[src/core/adc_pkg.sv]
// constants, types and state layout for the converter mode and result controller
package adc_pkg;

  //////////////////////////////////////////////////////////////////////////////
  // bus geometry and register byte offsets
  localparam int         ADC_AW           = 8;
  localparam int         ADC_DW           = 32;
  localparam logic [7:0] ADC_OFS_CTRL0    = 8'h00;
  localparam logic [7:0] ADC_OFS_CTRL1    = 8'h04;
  localparam logic [7:0] ADC_OFS_RES_LO   = 8'h08;
  localparam logic [7:0] ADC_OFS_RES_HI   = 8'h0C;
  localparam logic [7:0] ADC_OFS_BUF1_HI  = 8'h10;
  localparam logic [7:0] ADC_OFS_BUF1_LO  = 8'h14;
  localparam logic [7:0] ADC_OFS_BUF2_HI  = 8'h18;
  localparam logic [7:0] ADC_OFS_BUF2_LO  = 8'h1C;
  localparam logic [7:0] ADC_OFS_AUTO     = 8'h20;
  localparam logic [7:0] ADC_OFS_CH1      = 8'h24;
  localparam logic [7:0] ADC_OFS_CH2      = 8'h28;
  localparam logic [7:0] ADC_OFS_DELAY    = 8'h2C;

  //////////////////////////////////////////////////////////////////////////////
  // field positions
  localparam int ADC_C0_START   = 7;
  localparam int ADC_C0_BUSY    = 6;
  localparam int ADC_C0_EN      = 5;
  localparam int ADC_C0_ALIGN   = 4;
  localparam int ADC_AM_START   = 7;
  localparam int ADC_AM_MODE_HI = 6;
  localparam int ADC_AM_MODE_LO = 5;
  localparam int ADC_CH1_TWO    = 5;
  localparam int ADC_CH_KIND    = 4;

  //////////////////////////////////////////////////////////////////////////////
  // widths and fixed codes
  localparam int          ADC_RES_W     = 12;
  localparam int          ADC_BUF_W     = 16;
  localparam int          ADC_DCNT_W    = 12;
  localparam logic [1:0]  ADC_MODE_MAN  = 2'h0;
  localparam logic [2:0]  ADC_INT_NONE  = 3'h0;
  localparam logic [3:0]  ADC_NIB_ZERO  = 4'h0;

  // sequencer states, gray along idle -> ch1 -> gap -> ch2 -> idle
  typedef enum logic [1:0] {
    ADC_ST_IDLE  = 2'b00,
    ADC_ST_CONV1 = 2'b01,
    ADC_ST_GAP   = 2'b11,
    ADC_ST_CONV2 = 2'b10
  } adc_state_e;

  // analog multiplexer steering toward the converter core
  typedef struct packed {
    logic [2:0] int_src;
    logic [3:0] ext_ch;
    logic       ext_connect;
  } adc_sel_s;

  // whole state of the controller
  typedef struct packed {
    logic [7:0]            ctrl0;
    logic [7:0]            ctrl1;
    logic [7:0]            automode;
    logic [5:0]            ch1;
    logic [4:0]            ch2;
    logic [3:0]            delay;
    logic                  busy;
    logic [ADC_RES_W-1:0]  result;
    logic [ADC_BUF_W-1:0]  buf1;
    logic [ADC_BUF_W-1:0]  buf2;
    logic [7:0]            shadow1;
    logic [7:0]            shadow2;
    adc_state_e            st;
    logic [ADC_DCNT_W-1:0] dcnt;
    logic                  start_prev;
    logic                  blank_prev;
    logic                  kick;
    adc_sel_s              sel;
    logic [7:0]            rdata;
    logic                  rerr;
  } adc_state_s;

  localparam adc_state_s ADC_STATE_RST = '0;

endpackage

[src/core/adc_ctrl.sv]
// converter mode sequencing, result formatting, auto buffers and apb register file
`timescale 1ns/1ps
module adc_ctrl
  import adc_pkg::*;
#(
  parameter int unsigned DLY_UNIT_CYC = 8
) (
  input  wire logic              mclk_in,
  input  wire logic              reset_in,
  input  wire logic              psel_in,
  input  wire logic              penable_in,
  input  wire logic              pwrite_in,
  input  wire logic [ADC_AW-1:0] paddr_in,
  input  wire logic [ADC_DW-1:0] pwdata_in,
  output logic      [ADC_DW-1:0] prdata_out,
  output logic                   pready_out,
  output logic                   pslverr_out,
  input  wire logic              blank_in,
  input  wire logic              conv_done_in,
  input  wire logic [11:0]       conv_data_in,
  output logic                   conv_start_out,
  output logic                   conv_power_out,
  output adc_sel_s               conv_sel_out,
  output logic [1:0]             ref_select_out,
  output logic [2:0]             conv_clock_select_out,
  output logic [4:0]             blanking_time_out
);

  //////////////////////////////////////////////////////////////////////////////
  // helpers

  // place a 12-bit result into the 16-bit high/low pair
  function automatic logic [ADC_BUF_W-1:0] fmt_result(input logic align, input logic [ADC_RES_W-1:0] res);
    if (align) begin
      fmt_result = {ADC_NIB_ZERO, res};
    end else begin
      fmt_result = {res, ADC_NIB_ZERO};
    end
  endfunction

  // true for every mapped register offset
  function automatic logic reg_hit(input logic [ADC_AW-1:0] a);
    reg_hit = (a == ADC_OFS_CTRL0) || (a == ADC_OFS_CTRL1) || (a == ADC_OFS_RES_LO) ||
              (a == ADC_OFS_RES_HI) || (a == ADC_OFS_BUF1_HI) || (a == ADC_OFS_BUF1_LO) ||
              (a == ADC_OFS_BUF2_HI) || (a == ADC_OFS_BUF2_LO) || (a == ADC_OFS_AUTO) ||
              (a == ADC_OFS_CH1) || (a == ADC_OFS_CH2) || (a == ADC_OFS_DELAY);
  endfunction

  // channel-register source to mux steering; kind 1 means internal source code
  function automatic adc_sel_s chan_sel(input logic kind, input logic [3:0] code);
    chan_sel.int_src     = kind ? code[2:0] : ADC_INT_NONE;
    chan_sel.ext_ch      = code;
    chan_sel.ext_connect = 1'b0;
  endfunction

  //////////////////////////////////////////////////////////////////////////////
  // state

  adc_state_s q;
  adc_state_s n;

  logic       setup;
  logic       wr;
  logic       auto_mode;
  logic       two_ch;
  logic       align_eff;
  logic       start_fall;
  logic       blank_fall;
  logic       trig;
  logic [7:0] rd_mux;
  logic [7:0] wb;
  logic [ADC_BUF_W-1:0] res_fmt;

  // mode decode from the registered control bytes
  assign auto_mode  = q.automode[ADC_AM_MODE_HI:ADC_AM_MODE_LO] != ADC_MODE_MAN;
  assign two_ch     = auto_mode & q.ch1[ADC_CH1_TWO];
  assign align_eff  = auto_mode | q.ctrl0[ADC_C0_ALIGN];
  assign start_fall = q.start_prev & ~q.ctrl0[ADC_C0_START];
  assign blank_fall = q.blank_prev & ~blank_in;
  // auto start needs its arm bit; manual start is a 1 then 0 on the start bit
  assign trig       = q.ctrl0[ADC_C0_EN] &
                      ((~auto_mode & start_fall) | (auto_mode & q.automode[ADC_AM_START] & blank_fall));
  assign setup      = psel_in & ~penable_in;
  assign wr         = psel_in & penable_in & pwrite_in;
  assign wb         = pwdata_in[7:0];
  // formatted result pair, split into bytes by the read multiplexer
  assign res_fmt    = fmt_result(align_eff, q.result);

  // read data multiplexer, sampled during the setup cycle
  always_comb begin
    rd_mux = 8'h00;
    unique case (paddr_in)
      ADC_OFS_CTRL0:   rd_mux = {q.ctrl0[ADC_C0_START], q.busy, q.ctrl0[ADC_C0_EN], align_eff, q.ctrl0[3:0]};
      ADC_OFS_CTRL1:   rd_mux = q.ctrl1;
      ADC_OFS_RES_LO:  rd_mux = res_fmt[7:0];
      ADC_OFS_RES_HI:  rd_mux = res_fmt[15:8];
      ADC_OFS_BUF1_HI: rd_mux = q.buf1[15:8];
      ADC_OFS_BUF1_LO: rd_mux = q.shadow1;
      ADC_OFS_BUF2_HI: rd_mux = q.buf2[15:8];
      ADC_OFS_BUF2_LO: rd_mux = q.shadow2;
      ADC_OFS_AUTO:    rd_mux = q.automode;
      ADC_OFS_CH1:     rd_mux = {2'h0, q.ch1};
      ADC_OFS_CH2:     rd_mux = {3'h0, q.ch2};
      ADC_OFS_DELAY:   rd_mux = {4'h0, q.delay};
      default:         rd_mux = 8'h00;
    endcase
  end

  //////////////////////////////////////////////////////////////////////////////
  // next state
  always_comb begin
    n            = q;
    n.kick       = 1'b0;
    n.start_prev = q.ctrl0[ADC_C0_START];
    n.blank_prev = blank_in;

    // apb setup: capture answer; a high-byte buffer read freezes its low byte
    if (setup) begin
      n.rerr  = ~reg_hit(paddr_in);
      n.rdata = pwrite_in ? 8'h00 : rd_mux;
      if (!pwrite_in && paddr_in == ADC_OFS_BUF1_HI) begin
        n.shadow1 = q.buf1[7:0];
      end
      if (!pwrite_in && paddr_in == ADC_OFS_BUF2_HI) begin
        n.shadow2 = q.buf2[7:0];
      end
    end

    // apb writes; busy and the data registers are not writable
    if (wr) begin
      unique case (paddr_in)
        ADC_OFS_CTRL0: begin
          n.ctrl0 = {wb[ADC_C0_START], 1'b0, wb[ADC_C0_EN],
                     auto_mode ? q.ctrl0[ADC_C0_ALIGN] : wb[ADC_C0_ALIGN], wb[3:0]};
        end
        ADC_OFS_CTRL1: n.ctrl1    = wb;
        ADC_OFS_AUTO:  n.automode = wb;
        ADC_OFS_CH1:   n.ch1      = wb[5:0];
        ADC_OFS_CH2:   n.ch2      = wb[4:0];
        ADC_OFS_DELAY: n.delay    = wb[3:0];
        default: ;
      endcase
    end

    // conversion sequencer
    unique case (q.st)
      ADC_ST_IDLE: begin
        if (trig) begin
          n.kick = 1'b1;
          n.busy = 1'b1;
          n.st   = ADC_ST_CONV1;
        end
      end
      ADC_ST_CONV1: begin
        if (conv_done_in) begin
          n.result = conv_data_in;
          n.busy   = 1'b0;
          if (auto_mode) begin
            n.buf1 = fmt_result(1'b1, conv_data_in);
          end
          if (two_ch) begin
            n.st   = ADC_ST_GAP;
            n.dcnt = ADC_DCNT_W'(q.delay * DLY_UNIT_CYC);
          end else begin
            n.st = ADC_ST_IDLE;
          end
        end
      end
      ADC_ST_GAP: begin
        // the inter-channel wait; a zero delay still costs one cycle here
        if (q.dcnt == '0) begin
          n.kick = 1'b1;
          n.busy = 1'b1;
          n.st   = ADC_ST_CONV2;
        end else begin
          n.dcnt = q.dcnt - ADC_DCNT_W'(1);
        end
      end
      ADC_ST_CONV2: begin
        if (conv_done_in) begin
          n.result = conv_data_in;
          n.buf2   = fmt_result(1'b1, conv_data_in);
          n.busy   = 1'b0;
          n.st     = ADC_ST_IDLE;
        end
      end
    endcase

    // disabling powers the core down and abandons any conversion, result kept
    if (!n.ctrl0[ADC_C0_EN]) begin
      n.st   = ADC_ST_IDLE;
      n.busy = 1'b0;
      n.kick = 1'b0;
    end

    // mux steering for the conversion now running or about to run
    if (two_ch) begin
      n.sel = (n.st == ADC_ST_GAP || n.st == ADC_ST_CONV2) ?
              chan_sel(n.ch2[ADC_CH_KIND], n.ch2[3:0]) :
              chan_sel(n.ch1[ADC_CH_KIND], n.ch1[3:0]);
    end else begin
      n.sel.int_src = n.ctrl1[7:5];
      n.sel.ext_ch  = n.ctrl0[3:0];
    end
    n.sel.ext_connect = n.ctrl0[ADC_C0_EN] & (n.sel.int_src == ADC_INT_NONE);
  end

  // single register stage for the whole state
  always_ff @(posedge mclk_in) begin
    if (reset_in) begin
      q <= ADC_STATE_RST;
    end else begin
      q <= n;
    end
  end

  //////////////////////////////////////////////////////////////////////////////
  // outputs

  // zero-wait slave: every access phase completes at once
  assign pready_out            = 1'b1;
  assign pslverr_out           = psel_in & penable_in & q.rerr;
  assign prdata_out            = {{(ADC_DW-8){1'b0}}, q.rdata};
  assign conv_start_out        = q.kick;
  assign conv_power_out        = q.ctrl0[ADC_C0_EN];
  assign conv_sel_out          = q.sel;
  assign ref_select_out        = q.ctrl1[4:3];
  assign conv_clock_select_out = q.ctrl1[2:0];
  assign blanking_time_out     = q.automode[4:0];
endmodule // adc_ctrl

[config.mk]
export PLATFORM = sky130hd
export DESIGN_NAME = adc_ctrl
export DESIGN_NICKNAME = d
export VERILOG_FILES = /design/src/core/adc_pkg.sv /design/src/core/adc_ctrl.sv
export SDC_FILE = /design/constraint.sdc
export NUM_CORES = 1
export LEC_CHECK = 0
export ABC_AREA = 1
export BUFFER_PORTS_ARGS = -buffer_cell sky130_fd_sc_hd__buf_2
export CAP_MARGIN = 20
export CORE_UTILIZATION = 50
export DETAILED_ROUTE_END_ITERATION = 16
export PLACE_DENSITY = 0.73
export REMOVE_ABC_BUFFERS = 1
export SLEW_MARGIN = 20
export SYNTH_ARGS = -nofsm -noshare
export SYNTH_HDL_FRONTEND = slang
export SYNTH_SLANG_ARGS = --single-unit
[constraint.sdc]
create_clock -name mclk_in -period 2.2 [get_ports mclk_in]
set_input_delay 0.11 -clock mclk_in [delete_from_list [all_inputs] [get_ports mclk_in]]
set_output_delay 0.11 -clock mclk_in [all_outputs]
set_load 0.02 [all_outputs]
-- After elaboration in Yosys (flattened, before gate mapping)
Index checks and enable logic that the tools add are counted.
W data, S select, Z words.
- add/sub/neg operators: 1
- eq/ne operators: 22
- multiplexer cells: 35
- bitwise logic cells: 20
- reductions and logical operators: 36
- operators with widths (kind ; count):
    $pmux W8 S12 ; 1
    $pmux W12 S2 ; 2
    $mux W37 ; 1
    $mux W12 ; 3
    $eq A8 B5 Y1 const B ; 4
    $eq A8 B6 Y1 const B ; 4
    $mux W8 ; 4
    $mux W29 ; 1
    $eq A8 B4 Y1 const B ; 2
    $mux W16 ; 1
    $reduce_and A2 Y1 ; 8
    $mux W14 ; 1
    $mux W13 ; 1
    $and A1 B1 Y1 ; 12
    $logic_not A12 Y1 ; 1
    $logic_or A1 B1 Y1 ; 12
    $mux W6 ; 2
    $ne A2 B2 Y1 const B ; 6
    $sub A12 B1 Y12 const B ; 1
    $mux W2 ; 5
    $reduce_and A3 Y1 ; 3
    $eq A2 B2 Y1 const B ; 4
    $eq A8 B3 Y1 const B ; 1
    $logic_not A8 Y1 ; 1
    18 further kinds ; 33
- register bits: 125
- input bits: 59
- output and inout bits: 54
- word-level logic and storage cells: 140

-- Depth between registers and ports, before layout
- depth after elaboration: 14
- gate-level depth with buffers: 15
- gate-level depth less buffers: 14

-- Worst setup path after synthesis
OpenSTA, ideal clock, no wires.
- path kind: register -> register
- start point: register q[33] (netlist name)
- end point: register q, in the netlist conv_sel_out[0]
- setup time: 0.110 ns
- arrival time: 1.621 ns
- required time: 2.090 ns
- path slack: 0.469 ns
- stages on the path, launching flop included: 16
- path buffers: 1
- period minus slack after synthesis: 1.731 ns
- cells stage by stage: dfxtp_1 > inv_1 > ha_1 > nand2_2 > nor2_4 > nand2_2 > nand2_1 > nor2_1 > inv_2 > nand3_2 > buf_6 > nand2_1 > nand2_1 > nand2_2 > nand3_2 > nor2_2
- cells in the longest elaborated chain, start to end: 9
- elaborated cells between the ends (all ways): 17
- classes of those cells: eq/ne (5); mux (8); bitwise (1); reduce/logical (3)
- ends and longest elaborated chain (element ; line ; text):
    from (decl) ; adc_ctrl.sv:59 ; adc_state_s q;
    from (signal assigned) ; adc_ctrl.sv:213 ; q <= n;
    $eq A2 B2 Y1 (tied with other cells) ; adc_ctrl.sv:146 ; unique case (q.st)
    $pmux W2 S4 (*) ; adc_ctrl.sv:146 ;
    $mux W2 (*) ; adc_ctrl.sv:190 ; if (!n.ctrl0[ADC_C0_EN]) begin
    $eq A2 B2 Y1 ; adc_ctrl.sv:198 ; n.sel = (n.st == ADC_ST_GAP || n.st == ADC_ST_CONV2) ?
    $logic_or A1 B1 Y1 (*) ; adc_ctrl.sv:198 ;
    $mux W8 (*) ; adc_ctrl.sv:198 ;
    $mux W7 (*) ; adc_ctrl.sv:197 ; if (two_ch) begin
    $logic_not A3 Y1 (*) ; adc_ctrl.sv:205 ; n.sel.ext_connect = n.ctrl0[ADC_C0_EN] & (n.sel.int_src == ADC_INT_NONE);
    $and A1 B1 Y1 (*) ; adc_ctrl.sv:205 ;
Mark *: on every way between the ends. The rest lies on a longest branch, timed or not. The select of a mux whose other input is x is not followed.
A chain may end at the register's enable or synchronous reset.

-- Worst setup path after layout
- start point: register q[33] (netlist name)
- end point: register q, in the netlist conv_sel_out[7]
- cells in the longest elaborated chain, start to end: 7
- elaborated cells between the ends (all ways): 15
- classes of those cells: eq/ne (5); mux (8); reduce/logical (2)
- ends and longest elaborated chain (element ; line):
    $eq A2 B2 Y1 (tied with other cells) ; adc_ctrl.sv:146
    $pmux W2 S4 (*) ; adc_ctrl.sv:146
    $mux W2 (*) ; adc_ctrl.sv:190
    $eq A2 B2 Y1 ; adc_ctrl.sv:198
    $logic_or A1 B1 Y1 (*) ; adc_ctrl.sv:198
    $mux W8 (*) ; adc_ctrl.sv:198
    $mux W7 (*) ; adc_ctrl.sv:197
Marks and branches as above.

==> out/results.tsv <==
stage	metric	value	unit
finish	area of the multi-input gates	0.003002	sq mm
outcome	status	finished clean	
sta	fmax	515.5	MHz
sta	clk_skew	0.007187	ns
critical_path	crit-path cells	inv_1 > ha_1 > nand2_2 > nor2_4 > nand2_2 > nand2_1 > nor2_1 > inv_2 > nand3_2 > nand2_1 > nand2_1 > nand2_2 > a21oi_1	
critical_path	launching point of the worst reg2reg path	q[33]$_SDFF_PP0_	
logic_synthesis	Synth Cell Area	0.006366	sq mm
worst_hold_path	Hold Path Class	in -> reg	
floorplanning	Initial Util	0.5213	
critical_path	crit-path max FO	11	
detailed_routing	Via density	5.054	
clocking	latest clock arrival within the worst-skew pair	0.42	ns
floorplanning	Die H	114.8	microns
floorplanning	FP Rows	40	
pwr	Switching Share	0.2140	
finish	most frequent cells in the layout	142 x nand2_1, 127 x nor2_1, 125 x dfxtp_1	
run	max-cap violations	0	
finish	ANT cells	0	
detailed_routing	DRC	0	
global_route	largest net degree at the start of global routing	55	
logic_synthesis	Post-Synthesis Cells	903	
pwr	P_leak	3.264	nW
pwr	Internal	0.004275	W
finish	FF+latch area	0.002502	sq mm
sta	RSZ-0062 raised after global routing	no	
critical_path	arrival time worst endpoint	2.27	ns
detailed_routing	wire length per cell	14.17	microns
critical_path	Critical Path RT	2.53	ns
sta	fin. max-slew vios	0	
floorplanning	# IOs	113	
global_route	vias in the first global route	5221	
detailed_routing	1st-iter DRT viols	472	
sta	crit share post-route	0.8818	
floorplanning	Die X	114.8	microns
placement	placed cells	1087	
critical_path	Max stage delay on crit path	0.40	ns
sta	Setup TNS Final	0	ns
worst_hold_path	hold endpoint	blanking_time_out[3]$_SDFFE_PP0P_	
worst_hold_path	hold depth	3	
logic_synthesis	Avg Cell Area, Syn	7.050	sq um
sta	Final min period	1.940	ns
pwr	Reg power frac	0.417	
pwr	clock share of power	0.542	
pwr	VDD IR max	0.0006487	V
logic_synthesis	Yosys cell types	39	
clocking	clk root buf	clkbuf_16	
sta	Final Hold Violating Endpoints	0	
pwr	P per Cell Area	743.0	mW/mm^2
detailed_routing	DRT antenna net count	0	
logic_synthesis	Synth Register Bits	125	
floorplanning	CORE AREA	0.01221	sq mm
finish	share of cells above drive strength 1	0.1713	
placement	GPL Wtd Cong	0.8839	
floorplanning	die area	0.01319	sq mm
finish	Layout area overhead	15.00	%
critical_path	CP Launch Type	flop	
finish	Fillers	1163	
placement	IO buf count	63	
clocking	H-tree Lvls	4	
critical_path	CP Capture Type	flop	
global_route	GR Overflow Total	0	
clocking	Reg clk slew, reported paths	0.06	ns
global_route	GRT Util Overall	0.2565	
pwr	Comb pwr share	0.041	
critical_path	Worst Path Buf+Inv	2	
clocking	deepest clock path buffer count	2	
logic_synthesis	Yosys warning count	0	
finish	Layout Cells excl Fill	1137	
finish	commonest non-fill, non-tap cell in the layout	nand2_1	
global_route	initial antenna violation count	0	
logic_synthesis	Seq/Total Area, Yosys	0.3931	
critical_path	critical path's slowest cell	dfxtp_1	
critical_path	critical path class	reg -> reg	
worst_hold_path	HP Start	pwdata_in[3]	
detailed_routing	vias	5746	
clocking	Sink Count	125	
sta	# setup viols final	0	
critical_path	reg-to-reg endpoint	conv_sel_out[7]$_SDFF_PP0_	
finish	fin area	0.007321	sq mm
critical_path	worst reg-to-reg setup slack	0.26	ns
clocking	CTS tree	done	
critical_path	CP delay by family, top	simple AND/OR/NAND/NOR gates	
clocking	Num CTS Buffers	17	
sta	relative slew slack	0.6689	
detailed_routing	routed wire length	16120	microns
sta	Worst Max-Slew Pin Slew	0.4915	ns
critical_path	Worst Reg-to-Reg Cells	13	
pwr	Switch Pwr	0.001164	W
detailed_routing	Pre-antenna DRT Iters	6	
placement	Detail Placement HPWL	11200	microns
global_route	first-pass GRT wire length	25780	microns
finish	Nets	1021	
placement	placed cell area	0.006524	sq mm
## per-stage QoR
stage          setup WS (ns)    util  hold WS, ns  total power [W]
2_1_floorplan         0.2433       -       0.1791         0.002427
3_3_place_gp          0.1260  0.5342       0.3331         0.002516
3_5_place_dp         0.05065  0.5342       0.3409         0.002518
4_1_cts              0.01003  0.5976   0.00001210         0.005458
5_1_grt              0.05267  0.5995      0.01665         0.005594
6_report              0.2601  0.5995     0.009821         0.005439
## metal layers
metal | GRT usage | wire length, microns
met1 | 0.3214 | 7142
met2 | 0.4311 | 7703
met3 | 0.05219 | 937
met4 | 0.1065 | 331
met5 | 0 | 0
## timing repair
item | in CTS | in global routing
hold buffers | 15 | 0
endpoints found under the hold margin | 30 | 0
setup buffers | 0 | 3
setup endpoints to repair | 0 | 20
resized for setup | 0 | 1
## cell families after synthesis
kind of cell / share of synthesized area
XOR/XNOR: 0.004128
buffers and inverters: 0.1490
adder cells (fa/ha/maj): 0.01179
AO/OA/AOI/OAI: 0.1814
AND/OR/NAND/NOR: 0.2594
flip-flops: 0.3931
other: 0.001180
## power groups by stage
stage	Sequential [W]	Clock, W	Combinational, W
3_5_place_dp	0.00232	0	0.000200
3_3_place_gp	0.00232	0	0.000199
4_1_cts	0.00227	0.00297	0.000222
5_1_grt	0.00227	0.00308	0.000246
6_report	0.00227	0.00295	0.000225
2_1_floorplan	0.00232	0	0.000110
## worst max-delay path by stage
| stage | slack [ns] | startpoint | endpoint | cells past startpoint |
|---|---|---|---|---|
| after floorplan | 0.24 | q[33]$_SDFF_PP0_ | q[31]$_SDFFE_PP0P_ | 11 |
| after global placement | 0.13 | q[33]$_SDFF_PP0_ | q[31]$_SDFFE_PP0P_ | 11 |
| after detailed placement | 0.05 | q[33]$_SDFF_PP0_ | conv_sel_out[3]$_SDFF_PP0_ | 13 |
| after CTS | 0.01 | q[33]$_SDFF_PP0_ | q[31]$_SDFFE_PP0P_ | 11 |
| after global routing | 0.05 | q[33]$_SDFF_PP0_ | conv_sel_out[3]$_SDFF_PP0_ | 13 |
| final | 0.26 | q[33]$_SDFF_PP0_ | conv_sel_out[7]$_SDFF_PP0_ | 13 |
## flip-flops by register name (all words and copies together) (netlist names)
name / count
prdata_out: 8
q: 96
conv_sel_out: 8
ref_select_out: 2
conv_power_out: 1
conv_start_out: 1
n: 1
blanking_time_out: 5
conv_clock_select_out: 3
## worst min-delay path, cell delays in order
cell and delay [ns]:
buf_2 0.13, inv_1 0.08, a21oi_1 0.06
## cell type report
cell class / count / share of cell area
Timing Repair Buffer: 93 / 0.07896
Multi-Input combinational cell: 613 / 0.4100
Sequential cell: 125 / 0.3418
Clock inverter: 12 / 0.02290
Inverter: 106 / 0.05520
Clock buffer: 20 / 0.06238
Tap cell: 168 / 0.02871
## cells in the mapped netlist, drive strengths merged
master,count,share of area
a211oi,4,0.0047
a21oi,75,0.059
a32oi,1,0.0014
and3,1,0.00098
buf,63,0.074
clkbuf,19,0.011
clkinv,4,0.0033
conb,2,0.0012
dfxtp,125,0.39
ha,6,0.012
inv,102,0.060
nand2,161,0.10
nand3,42,0.040
nand4,4,0.0039
nor2,144,0.10
nor3,7,0.0086
o211ai,5,0.0059
o21a,2,0.0024
o21ai,111,0.087
o21bai,3,0.0035
o22ai,16,0.016
o311a,1,0.0016
or2,2,0.0020
xor2,3,0.0041
Power figures use the tool's default switching activity.
